## config.mk

```make
export PLATFORM = sky130hd
export DESIGN_NAME = shis_host_select
export DESIGN_NICKNAME = d
export VERILOG_FILES = /design/src/design/shis_host_select.v /design/src/design/shis_spi_slave.v
export VERILOG_INCLUDE_DIRS = /design/src /design/src/design
export SDC_FILE = /design/constraint.sdc
export NUM_CORES = 1
export LEC_CHECK = 0
export BUFFER_PORTS_ARGS = -buffer_cell sky130_fd_sc_hd__buf_2
export CAP_MARGIN = 20
export CORE_ASPECT_RATIO = 1.1
export CORE_UTILIZATION = 30
export CTS_BUF_LIST = sky130_fd_sc_hd__clkbuf_4 sky130_fd_sc_hd__clkbuf_8
export DETAILED_ROUTE_END_ITERATION = 10
export GPL_ROUTABILITY_DRIVEN = 0
export PLACE_DENSITY = 0.58
export SKIP_CTS_REPAIR_TIMING = 1
export SYNTH_ARGS = -nofsm -noshare
export SYNTH_HDL_FRONTEND = slang
export SYNTH_HIERARCHICAL = 1
export SYNTH_SLANG_ARGS = --single-unit
```

## constraint.sdc

```tcl
create_clock -name clk -period 2 [get_ports clk]
set_input_delay 0.4 -clock clk [delete_from_list [all_inputs] [get_ports clk]]
set_output_delay 0.4 -clock clk [all_outputs]
set_load 0.02 [all_outputs]
```

## src/design/shis_map.vh

```
// constants for the sensor host interface select block
`ifndef SHIS_MAP_VH
`define SHIS_MAP_VH
// register offset holding the three-wire enable bit (accel and gyro alike)
`define SHIS_TW_ADDR 7'h34
// position of the three-wire enable bit inside that register
`define SHIS_TW_BIT 0
// reset value of the three-wire enable bits: four-wire form
`define SHIS_TW_RESET 1'h0
// index of the last bit of a byte, counted from zero
`define SHIS_LAST_BIT 3'h7
// synchroniser width: clock, data, three selects, protocol, two straps
`define SHIS_SYNC_W 8
// synchroniser reset value: selects idle high, the rest low
`define SHIS_SYNC_RESET 8'h1C
// synchroniser bit positions
`define SHIS_S_SCK 0
`define SHIS_S_SDX 1
`define SHIS_S_CSA 2
`define SHIS_S_CSG 3
`define SHIS_S_CSM 4
`define SHIS_S_PS 5
`define SHIS_S_ACCEL_MAG_SERIAL_OUT 6
`define SHIS_S_GYRO_SERIAL_OUT 7
// one-hot target codes: accel, gyro, mag
`define SHIS_T_NONE 3'h0
`define SHIS_T_ACC 3'h1
`define SHIS_T_GYR 3'h2
`define SHIS_T_MAG 3'h4
`endif

```

## src/design/shis_host_select.v

```verilog
// host interface selection and pin routing for a multi-sensor device
//
// How it works
// - device only answers as a slave
// - protocol pin low SPI, high I2C
// - SPI starts in four-wire form after reset
// - software may switch to three-wire data line
// - each inertial sensor has its own pins
// - accel-mag output: read data or address bit
// - gyro output: read data or address bit
// - shared data: input, bidirectional, or I2C data
// - mag select: chip select or address bit
// - accel and gyro selects ignored under I2C
// - shared clock: SPI clock or I2C clock
// - modes 00 and 11 picked automatically
// - read flag, seven address bits, eight data
`timescale 1ns/100ps
`include "shis_map.vh"
module shis_host_select (
    input wire clk,
    input wire rst,
    // pins, all from outside the clock domain
    input wire protocol_select_pin,
    input wire shared_serial_clock,
    input wire accel_select_n,
    input wire gyro_select_n,
    input wire magneto_select_n,
    input wire shared_serial_data_in,
    output wire shared_serial_data_out,
    output wire shared_serial_data_oe,
    input wire accel_mag_serial_out_in,
    output wire accel_mag_serial_out_out,
    output wire accel_mag_serial_out_oe,
    input wire gyro_serial_out_in,
    output wire gyro_serial_out_out,
    output wire gyro_serial_out_oe,
    // register side toward the sensor cores
    output wire [2:0] targetSel,
    output wire [6:0] regAddr,
    output wire [7:0] regWrData,
    output wire regWrStrobe,
    output wire regRdReq,
    input wire [7:0] accelRdData,
    input wire [7:0] gyroRdData,
    input wire [7:0] magRdData,
    // status toward the sensor cores
    output wire spiMode,
    output wire spiModeHigh,
    output wire accelThreeWire,
    output wire gyroThreeWire,
    // I2C side: line levels and address bits for the I2C engine
    output wire i2cSclLevel,
    output wire i2cSdaLevel,
    input wire i2cSdaPullLow,
    output wire accelMagAddrLsb,
    output wire gyroAddrLsb,
    output wire magAddrLsb
);
    reg [`SHIS_SYNC_W-1:0] syncA_r;
    reg [`SHIS_SYNC_W-1:0] syncB_r;
    reg sckPrev_r;
    reg [2:0] target_r;
    reg [2:0] target_nxt;
    reg accTw_r;
    reg gyrTw_r;
    reg amLsb_r;
    reg gLsb_r;
    reg mLsb_r;
    reg [7:0] rdMux;
    wire sckLevel;
    wire sckRise;
    wire sckFall;
    wire isSpi;
    wire csActive;
    wire threeWire;
    wire toAccMag;
    wire toGyro;
    wire wrStrobe;
    wire misoBit;
    wire misoOe;
    wire [6:0] addr;
    wire [7:0] wrData;

    // two-flop synchronisers for every pin input
    always @(posedge clk or posedge rst)
    begin
        if (rst)
        begin
            syncA_r <= `SHIS_SYNC_RESET;
            syncB_r <= `SHIS_SYNC_RESET;
            sckPrev_r <= 1'b0;
        end
        else
        begin
            syncA_r <= {gyro_serial_out_in, accel_mag_serial_out_in, protocol_select_pin,
                        magneto_select_n, gyro_select_n, accel_select_n,
                        shared_serial_data_in, shared_serial_clock};
            syncB_r <= syncA_r;
            sckPrev_r <= syncB_r[`SHIS_S_SCK];
        end
    end

    // clock edges found on the second synchroniser stage
    assign sckLevel = syncB_r[`SHIS_S_SCK];
    assign sckRise = sckLevel & ~sckPrev_r;
    assign sckFall = ~sckLevel & sckPrev_r;

    // ground selects SPI, supply selects I2C; level read as static
    assign isSpi = ~syncB_r[`SHIS_S_PS];

    // select decode: any one low select names the target, SPI only
    always @*
    begin
        target_nxt = `SHIS_T_NONE;
        if (isSpi)
        begin
            if (!syncB_r[`SHIS_S_CSA])
            begin
                target_nxt = `SHIS_T_ACC;
            end
            else if (!syncB_r[`SHIS_S_CSG])
            begin
                target_nxt = `SHIS_T_GYR;
            end
            else if (!syncB_r[`SHIS_S_CSM])
            begin
                target_nxt = `SHIS_T_MAG;
            end
        end
    end

    // target register; dropping all selects ends the frame
    always @(posedge clk or posedge rst)
    begin
        if (rst)
        begin
            target_r <= `SHIS_T_NONE;
        end
        else
        begin
            target_r <= target_nxt;
        end
    end

    assign csActive = |target_r;
    assign toAccMag = target_r[0] | target_r[2];
    assign toGyro = target_r[1];

    // read data chosen from the addressed sensor core
    always @*
    begin
        rdMux = 8'h00;
        case (target_r)
            `SHIS_T_ACC: rdMux = accelRdData;
            `SHIS_T_GYR: rdMux = gyroRdData;
            `SHIS_T_MAG: rdMux = magRdData;
            default: rdMux = 8'h00;
        endcase
    end

    // frame engine; it only answers, never starts a transfer
    shis_spi_slave i_shis_spi_slave (
        .clk(clk),
        .rst(rst),
        .csActive(csActive),
        .sckRise(sckRise),
        .sckFall(sckFall),
        .sckLevel(sckLevel),
        .mosiBit(syncB_r[`SHIS_S_SDX]),
        .rdData(rdMux),
        .regAddr_r(addr),
        .wrData_r(wrData),
        .wrStrobe_r(wrStrobe),
        .rdReq_r(regRdReq),
        .misoBit_r(misoBit),
        .misoOe(misoOe),
        .modeHigh_r(spiModeHigh)
    );

    // three-wire enable bits, four-wire after reset
    always @(posedge clk or posedge rst)
    begin
        if (rst)
        begin
            accTw_r <= `SHIS_TW_RESET;
            gyrTw_r <= `SHIS_TW_RESET;
        end
        else if (wrStrobe && addr == `SHIS_TW_ADDR)
        begin
            if (target_r == `SHIS_T_ACC)
            begin
                accTw_r <= wrData[`SHIS_TW_BIT];
            end
            if (target_r == `SHIS_T_GYR)
            begin
                gyrTw_r <= wrData[`SHIS_TW_BIT];
            end
        end
    end

    // mag shares the accel output and follows the accel bit
    assign threeWire = toGyro ? gyrTw_r : accTw_r;

    // address bits follow the strap pins while I2C is active
    always @(posedge clk or posedge rst)
    begin
        if (rst)
        begin
            amLsb_r <= 1'b0;
            gLsb_r <= 1'b0;
            mLsb_r <= 1'b0;
        end
        else if (!isSpi)
        begin
            amLsb_r <= syncB_r[`SHIS_S_ACCEL_MAG_SERIAL_OUT];
            gLsb_r <= syncB_r[`SHIS_S_GYRO_SERIAL_OUT];
            mLsb_r <= syncB_r[`SHIS_S_CSM];
        end
    end

    // output pins: four-wire read data on the sensor's own pin
    assign accel_mag_serial_out_out = misoBit;
    assign accel_mag_serial_out_oe = isSpi & toAccMag & ~threeWire & misoOe;
    assign gyro_serial_out_out = misoBit;
    assign gyro_serial_out_oe = isSpi & toGyro & ~threeWire & misoOe;

    // shared data: input in four-wire, turned around in three-wire, open drain in I2C
    assign shared_serial_data_out = isSpi & misoBit;
    assign shared_serial_data_oe = isSpi ? (threeWire & misoOe) : i2cSdaPullLow;

    // clock and data levels handed to the I2C engine; clock never driven
    assign i2cSclLevel = sckLevel;
    assign i2cSdaLevel = syncB_r[`SHIS_S_SDX];

    assign targetSel = target_r;
    assign regAddr = addr;
    assign regWrData = wrData;
    assign regWrStrobe = wrStrobe;
    assign spiMode = isSpi;
    assign accelThreeWire = accTw_r;
    assign gyroThreeWire = gyrTw_r;
    assign accelMagAddrLsb = amLsb_r;
    assign gyroAddrLsb = gLsb_r;
    assign magAddrLsb = mLsb_r;
endmodule // shis_host_select

```

## src/design/shis_spi_slave.v

```verilog
// serial frame engine: command byte, address, data bytes, read bursts
`timescale 1ns/100ps
`include "shis_map.vh"
module shis_spi_slave (
    input wire clk,
    input wire rst,
    input wire csActive,
    input wire sckRise,
    input wire sckFall,
    input wire sckLevel,
    input wire mosiBit,
    input wire [7:0] rdData,
    output reg [6:0] regAddr_r,
    output reg [7:0] wrData_r,
    output reg wrStrobe_r,
    output reg rdReq_r,
    output reg misoBit_r,
    output wire misoOe,
    output reg modeHigh_r
);
    localparam ST_IDLE = 3'h1;
    localparam ST_CMD = 3'h2;
    localparam ST_DATA = 3'h4;

    reg [2:0] state_r;
    reg [2:0] bitCnt_r;
    reg [6:0] rxSh_r;
    reg [7:0] txSh_r;
    reg isRead_r;
    reg wrDone_r;
    reg driving_r;
    wire [7:0] rxByte;

    // byte completed by the current sampling edge
    assign rxByte = {rxSh_r[6:0], mosiBit};

    // read data leaves only in the data phase of a read frame
    assign misoOe = isRead_r & driving_r & csActive & (state_r == ST_DATA);

    // frame sequencer: sample on rising, launch on falling, in both modes
    always @(posedge clk or posedge rst)
    begin
        if (rst)
        begin
            state_r <= ST_IDLE;
            bitCnt_r <= 3'h0;
            rxSh_r <= 7'h00;
            txSh_r <= 8'h00;
            isRead_r <= 1'b0;
            wrDone_r <= 1'b0;
            driving_r <= 1'b0;
            regAddr_r <= 7'h00;
            wrData_r <= 8'h00;
            wrStrobe_r <= 1'b0;
            rdReq_r <= 1'b0;
            misoBit_r <= 1'b0;
            modeHigh_r <= 1'b0;
        end
        else
        begin
            wrStrobe_r <= 1'b0;
            rdReq_r <= 1'b0;
            // fetch answer in the cycle the request stands
            if (rdReq_r)
            begin
                txSh_r <= rdData;
            end
            if (!csActive)
            begin
                state_r <= ST_IDLE;
                driving_r <= 1'b0;
                misoBit_r <= 1'b0;
            end
            else
            begin
                case (state_r)
                    ST_IDLE:
                    begin
                        // clock level at select fall picks mode 00 or 11
                        modeHigh_r <= sckLevel;
                        bitCnt_r <= 3'h0;
                        isRead_r <= 1'b0;
                        wrDone_r <= 1'b0;
                        state_r <= ST_CMD;
                    end
                    ST_CMD:
                    begin
                        if (sckRise)
                        begin
                            rxSh_r <= rxByte[6:0];
                            bitCnt_r <= bitCnt_r + 3'h1;
                            if (bitCnt_r == `SHIS_LAST_BIT)
                            begin
                                // first bit is read flag, then seven address bits
                                isRead_r <= rxByte[7];
                                regAddr_r <= rxByte[6:0];
                                rdReq_r <= rxByte[7];
                                state_r <= ST_DATA;
                            end
                        end
                    end
                    ST_DATA:
                    begin
                        if (sckRise)
                        begin
                            rxSh_r <= rxByte[6:0];
                            bitCnt_r <= bitCnt_r + 3'h1;
                            if (bitCnt_r == `SHIS_LAST_BIT)
                            begin
                                if (!isRead_r && !wrDone_r)
                                begin
                                    // single write byte per frame
                                    wrData_r <= rxByte;
                                    wrStrobe_r <= 1'b1;
                                    wrDone_r <= 1'b1;
                                end
                                if (isRead_r)
                                begin
                                    // burst read: next address
                                    regAddr_r <= regAddr_r + 7'h01;
                                    rdReq_r <= 1'b1;
                                end
                            end
                        end
                        if (sckFall && isRead_r)
                        begin
                            misoBit_r <= txSh_r[7];
                            txSh_r <= {txSh_r[6:0], 1'b0};
                            driving_r <= 1'b1;
                        end
                    end
                    default:
                    begin
                        state_r <= ST_IDLE;
                    end
                endcase
            end
        end
    end
endmodule // shis_spi_slave
```

==> results of run 1 <==
==> worst max-delay path, stage by stage, from the launching register on <==
cell	delay, ps
dfrtp_1	380
or3_4	400
and4_4	200
nand2_4	90
o21ai_2	60
buf_6	130
==> cells in the mapped netlist, types with 2 or more instances <==
library cell and number:
nor2_1 17, nand2_1 31, mux2_2 22, o21ai_0 15
nand2b_1 3, nor2b_1 7, a21oi_1 13, ha_1 3
a22o_1 2, clkbuf_1 2, dfrtp_1 61, nand3_1 6
buf_4 5, a22oi_1 9, buf_2 5, dfstp_2 7
o21ai_1 2, mux2i_1 13, inv_1 9, nor3b_1 5
nor3b_4 3
==> placed cells by master (no fill, tap or decap), drive strengths merged, types with 2 or more instances in the layout <==
cell,count
nand4,2
nand2b,4
mux2,23
a21oi,13
inv,12
dfrtp,61
clkinv,2
ha,3
nand2,31
mux2i,13
nor2,17
clkbuf,9
nand3,8
a22o,2
a22oi,9
nor3b,8
dfstp,7
o21ai,17
buf,85
nor2b,7
==> metrics by stage <==
step | cells | setup slack, ps | power, W
after global routing | 472 | -85.5 | 0.00300
final | 472 | -2.60 | 0.00286
after detailed placement | 451 | 179 | 0.00174
after CTS | 467 | -209 | 0.00290
after global placement | 451 | 218 | 0.00173
after floorplan | 265 | -28.9 | 0.00164
==> state kept, by name, summed over array words and instances, names as in the netlist <==
register                     cells
accelMagAddrLsb                  1
accelThreeWire                   1
gyroAddrLsb                      1
gyroThreeWire                    1
i_shis_spi_slave/bitCnt_r        3
i_shis_spi_slave/driving_r       1
i_shis_spi_slave/isRead_r        1
i_shis_spi_slave/misoBit_r       1
i_shis_spi_slave/modeHigh_r      1
i_shis_spi_slave/rdReq_r         1
i_shis_spi_slave/regAddr_r       7
i_shis_spi_slave/rxSh_r          7
i_shis_spi_slave/state_r         3
i_shis_spi_slave/txSh_r          8
i_shis_spi_slave/wrData_r        8
i_shis_spi_slave/wrDone_r        1
i_shis_spi_slave/wrStrobe_r      1
magAddrLsb                       1
sckPrev_r                        1
syncA_r                          8
syncB_r                          8
targetSel                        3
==> cell families after synthesis <==
| kind of cell | share of synthesized area [%] |
|---|---|
| adders and majority gates | 1.22 |
| muxes | 12.7 |
| DFF | 55.4 |
| AOI/OAI and AO/OA | 9.72 |
| xor gates and xnor gates | 0.284 |
| buffers and inverters | 3.85 |
| and+or+nand+nor | 16.8 |
==> layout make-up <==
class	count	share of cell area [%]
flip-flops and latches	68	44.1
multi-input cells	174	33.5
repair buffers	85	12.5
well taps	120	3.86
clock buffers	9	3.19
clock inverters	7	2.09
inverters	9	0.869
==> report_power, final <==
group	total [W]	internal (W)	switching, W
clock network	0.00114	0.000592	0.000553
logic	0.000258	0.000110	0.000148
registers	0.00146	0.00143	0.0000313
==> metal layers <==
layer / GRT usage, % / routed length [microns] / up-vias
li1: - / - / 1088
met1: 15.7 / 2880 / 1111
met2: 20.5 / 3300 / 40
met3: 3.30 / 263 / 5
met4: 7.14 / 85 / 0
met5: 0 / 0 / -
==> worst paths after layout <==
path | start | end | slack, ps | cells after the start
min in group clk | accel_select_n | syncA_r[2] | 150 | 1
min | rst | syncA_r[1] | 100 | 3
max reg2reg | syncB_r[0] | i_shis_spi_slave/wrData_r[4] | 140 | 5
max in group asynchronous | rst | i_shis_spi_slave/isRead_r | 1400 | 3
min reg2reg | syncA_r[7] | syncB_r[7] | 350 | 0
max | targetSel[2] | shared_serial_data_oe | -3 | 5
==> results.cfg, run 1 <==
[outcome]
status = finished with violations
violations = setup timing

[job]
drv_cap = 0

[sta]
hold-worst-slack_ps = 98.6
setup_slack_ps = -2.60
min_period_ps = 2000
tns_ps = -2.60
tightest_slew_ps = 550
setup_violations = 1
report.final.slew_viol_count = 0
fmax_mhz = 499
slew-limit-headroom_pct = 63.3
grt_setup_unrepaired = yes
hold_viol_final = 0
finalCritPeriodShare_pct = 100
fin_skew_ps = 8.70

[yosys]
yosysTopAreaCell = dfrtp_1
ys.flop_type = dfrtp_1
yosysSeqAreaShare_pct = 55.4
synth_top_area_share_pct = 49.4
synthArstFlopShare_pct = 100
synth_seq_cells = 68
avgSynthCellArea_sq_um = 11.7
synth.distinct_cells = 46
synth.area.top_cells = dfrtp_1, mux2_2, dfstp_2
synth_warnings = 6
synth-edff-count = 0
synth_cells = 265
synth_area_sq_um = 3090
syn-num-nets = 303

[clocking]
cts.path.max_buffers = 2
numCtsBuffers = 9
worstSkewPairLatency_ps = 340
htreeDepth = 3
clk_pin_slew_ps = 80
clock_sinks = 68
cts_root_buf = clkbuf_8
cts_tree = done

[worst_setup_path]
arrival_ps = 1600
crit_type = reg -> out
cp-end-kind = output pin
cp.required_ps = 1600
critical_path.max_fanout = 3
start_kind = flip-flop

[die]
die_w_microns = 98.8
die-area_sq_um = 10700
rows = 38
die_y_microns = 108
pin_count = 70
start_util_pct = 31.1
core_area_sq_um = 9940

[grt]
grtUsageTotal_pct = 12.8
grt_overflow = 0
grt_max_degree = 44
grt_pass1_wl_microns = 10600
grt_pass1_vias = 2230
antenna_found_initial = 0

[route]
routed_via_density = 4.75
drc_errors = 0
drt-initial-drc-count = 140
wl_per_cell_microns = 13.8
dr_total_vias = 2244
dr.pass1.iters = 4
detail-route-antenna-nets = 0
wl_microns = 6530

[layout]
fin_nets = 385
multi_input_area_sq_um = 1300
areaGrowthSynthToFinish_pct = 25.8
drive_above_1_share_pct = 42.3
final_area_sq_um = 3890
fin_util_pct = 39.1
register_area_sq_um = 1710
n_fill_cell = 978
num_antenna_cells = 0

[pwr]
ir_worst_vdd_mv = 0.423
p_leak_nw = 1.87
p_per_area_nw_per_um2 = 736

[place]
dp_hpwl_microns = 4720
io_buffer_count = 69
dpl_cell_area_sq_um = 3610

[hold_path]
hold_class = in -> async
No activity file was read; power rests on OpenSTA's default activity.
==> inputs of run 2 (changes only) <==
Settings changed: GPL_TIMING_DRIVEN set to 0.
==> results.cfg, run 2 (synthesized netlist as in run 1, its figures left out) <==
[clocking]
cts_root_buf = clkbuf_8
worstSkewPairLatency_ps = 340
clk_pin_slew_ps = 70
cts_tree = done
numCtsBuffers = 9
clock_sinks = 68
cts.path.max_buffers = 2
htreeDepth = 3

[route]
dr_total_vias = 2276
wl_per_cell_microns = 13.5
dr.pass1.iters = 4
detail-route-antenna-nets = 0
wl_microns = 6520
drt-initial-drc-count = 164
drc_errors = 0
routed_via_density = 4.72

[sta]
report.final.slew_viol_count = 0
finalCritPeriodShare_pct = 117
hold-worst-slack_ps = 17.6
min_period_ps = 2330
grt_setup_unrepaired = yes
hold_viol_final = 0
setup_slack_ps = -331
slew-limit-headroom_pct = 40.1
setup_violations = 3
fmax_mhz = 429
tightest_slew_ps = 897
tns_ps = -839
fin_skew_ps = 4.84

[grt]
grtUsageTotal_pct = 13.1
grt_overflow = 0
grt_max_degree = 31
antenna_found_initial = 0
grt_pass1_vias = 2205
grt_pass1_wl_microns = 10800

[worst_setup_path]
crit_slowest_cell = dfrtp_1
critPathMaxStageDelay_ps = 340
arrival_ps = 1930
worstPathCellList = buf_6 -> nor3b_4 -> buf_6 -> and4_4 -> nand2_4 -> nor3b_4 -> buf_6
critical_path.max_fanout = 8
cp-end-kind = output pin
start_kind = flip-flop
reg2reg_slack_ps = 100
r2r_start = i_shis_spi_slave/state_r[1]
r2r-end = i_shis_spi_slave/regAddr_r[4]
cp_common_cell = buf_6
cp.required_ps = 1600
rr_worst_depth = 8
crit_type = reg -> out

[die]
die_w_microns = 98.8
die-area_sq_um = 10700
die_y_microns = 108
start_util_pct = 31.1
rows = 38
pin_count = 70
core_area_sq_um = 9940

[pwr]
p_per_area_nw_per_um2 = 689
p_leak_nw = 1.91
ir_worst_vdd_mv = 0.525
totalPowerFinal_w = 0.00272

[place]
io_buffer_count = 69
place_ws_ps = -336
dp_hpwl_microns = 4750
dpl_cell_area_sq_um = 3640

[job]
drv_cap = 0

[layout]
areaGrowthSynthToFinish_pct = 27.9
fin_nets = 395
final_cell_mix = buf_2, dfrtp_1, nand2_1, mux2_2, nor2_1
num_antenna_cells = 0
final_area_sq_um = 3950
drive_above_1_share_pct = 44.2
final_common_cell = buf_2

[hold_path]
hold_class = in -> async

[outcome]
status = finished with violations
violations = setup timing
==> run 2: cell count changes in the layout (fill, tap and decap cells not counted), moves of 2 or more <==
cell	change
buf_2	+4
buf_6	+4
clkinv_2	+2
inv_6	-2
==> run 2: metrics by stage <==
step	instances	utilization, %
after floorplan	265	-
after global placement	454	36.4
after detailed placement	455	36.6
after CTS	471	38.4
after global routing	482	39.8
final	482	39.8
==> run 2: layer usage <==
layer  vias up  global-route usage (%)  share of wire (%)
met1      1114                    16.9                 46
met2        44                    20.7                 49
met5         -                       0                  0
met4         0                    5.65                2.0
met3        11                    3.88                3.5
li1       1107                       -                  -
==> run 2: area by class of cell <==
type                    count  area [sq um]
plain buffers              12          87.6
inverters                   9          33.8
clock buffers               9           124
flip-flops and latches     68          1710
multi-input cells         174          1310
fillers                   940          5990
clock inverters             7          52.6
well taps                 120           150
repair buffers             83           482
==> run 2: worst max-delay path, delay by kind of cell (launching register included) <==
family | cells | cell delay (ps)
buffers and inverters | 3 | 410
flip-flops | 1 | 340
AND/OR/NAND/NOR | 4 | 830
==> run 2: worst max-delay path by stage <==
| stage | from | to | slack, ps | cells after the start |
|---|---|---|---|---|
| final | i_shis_spi_slave/state_r[2] | gyro_serial_out_oe | -330 | 7 |
| after global routing | i_shis_spi_slave/state_r[1] | gyro_serial_out_oe | -420 | 7 |
| after CTS | i_shis_spi_slave/state_r[1] | gyro_serial_out_oe | -720 | 7 |
| after detailed placement | i_shis_spi_slave/state_r[1] | gyro_serial_out_oe | -340 | 7 |
| after global placement | i_shis_spi_slave/state_r[1] | accel_mag_serial_out_oe | -320 | 7 |
| after floorplan | i_shis_spi_slave/state_r[1] | accel_mag_serial_out_oe | -30 | 6 |
==> run 2: report_power, final <==
part / switching, W / internal [W] / total, W / leakage (nW)
combinational: 0.000150 / 0.000121 / 0.000270 / 0.977
clock: 0.000540 / 0.000455 / 0.000995 / 0.0896
sequential: 0.0000299 / 0.00143 / 0.00146 / 0.847
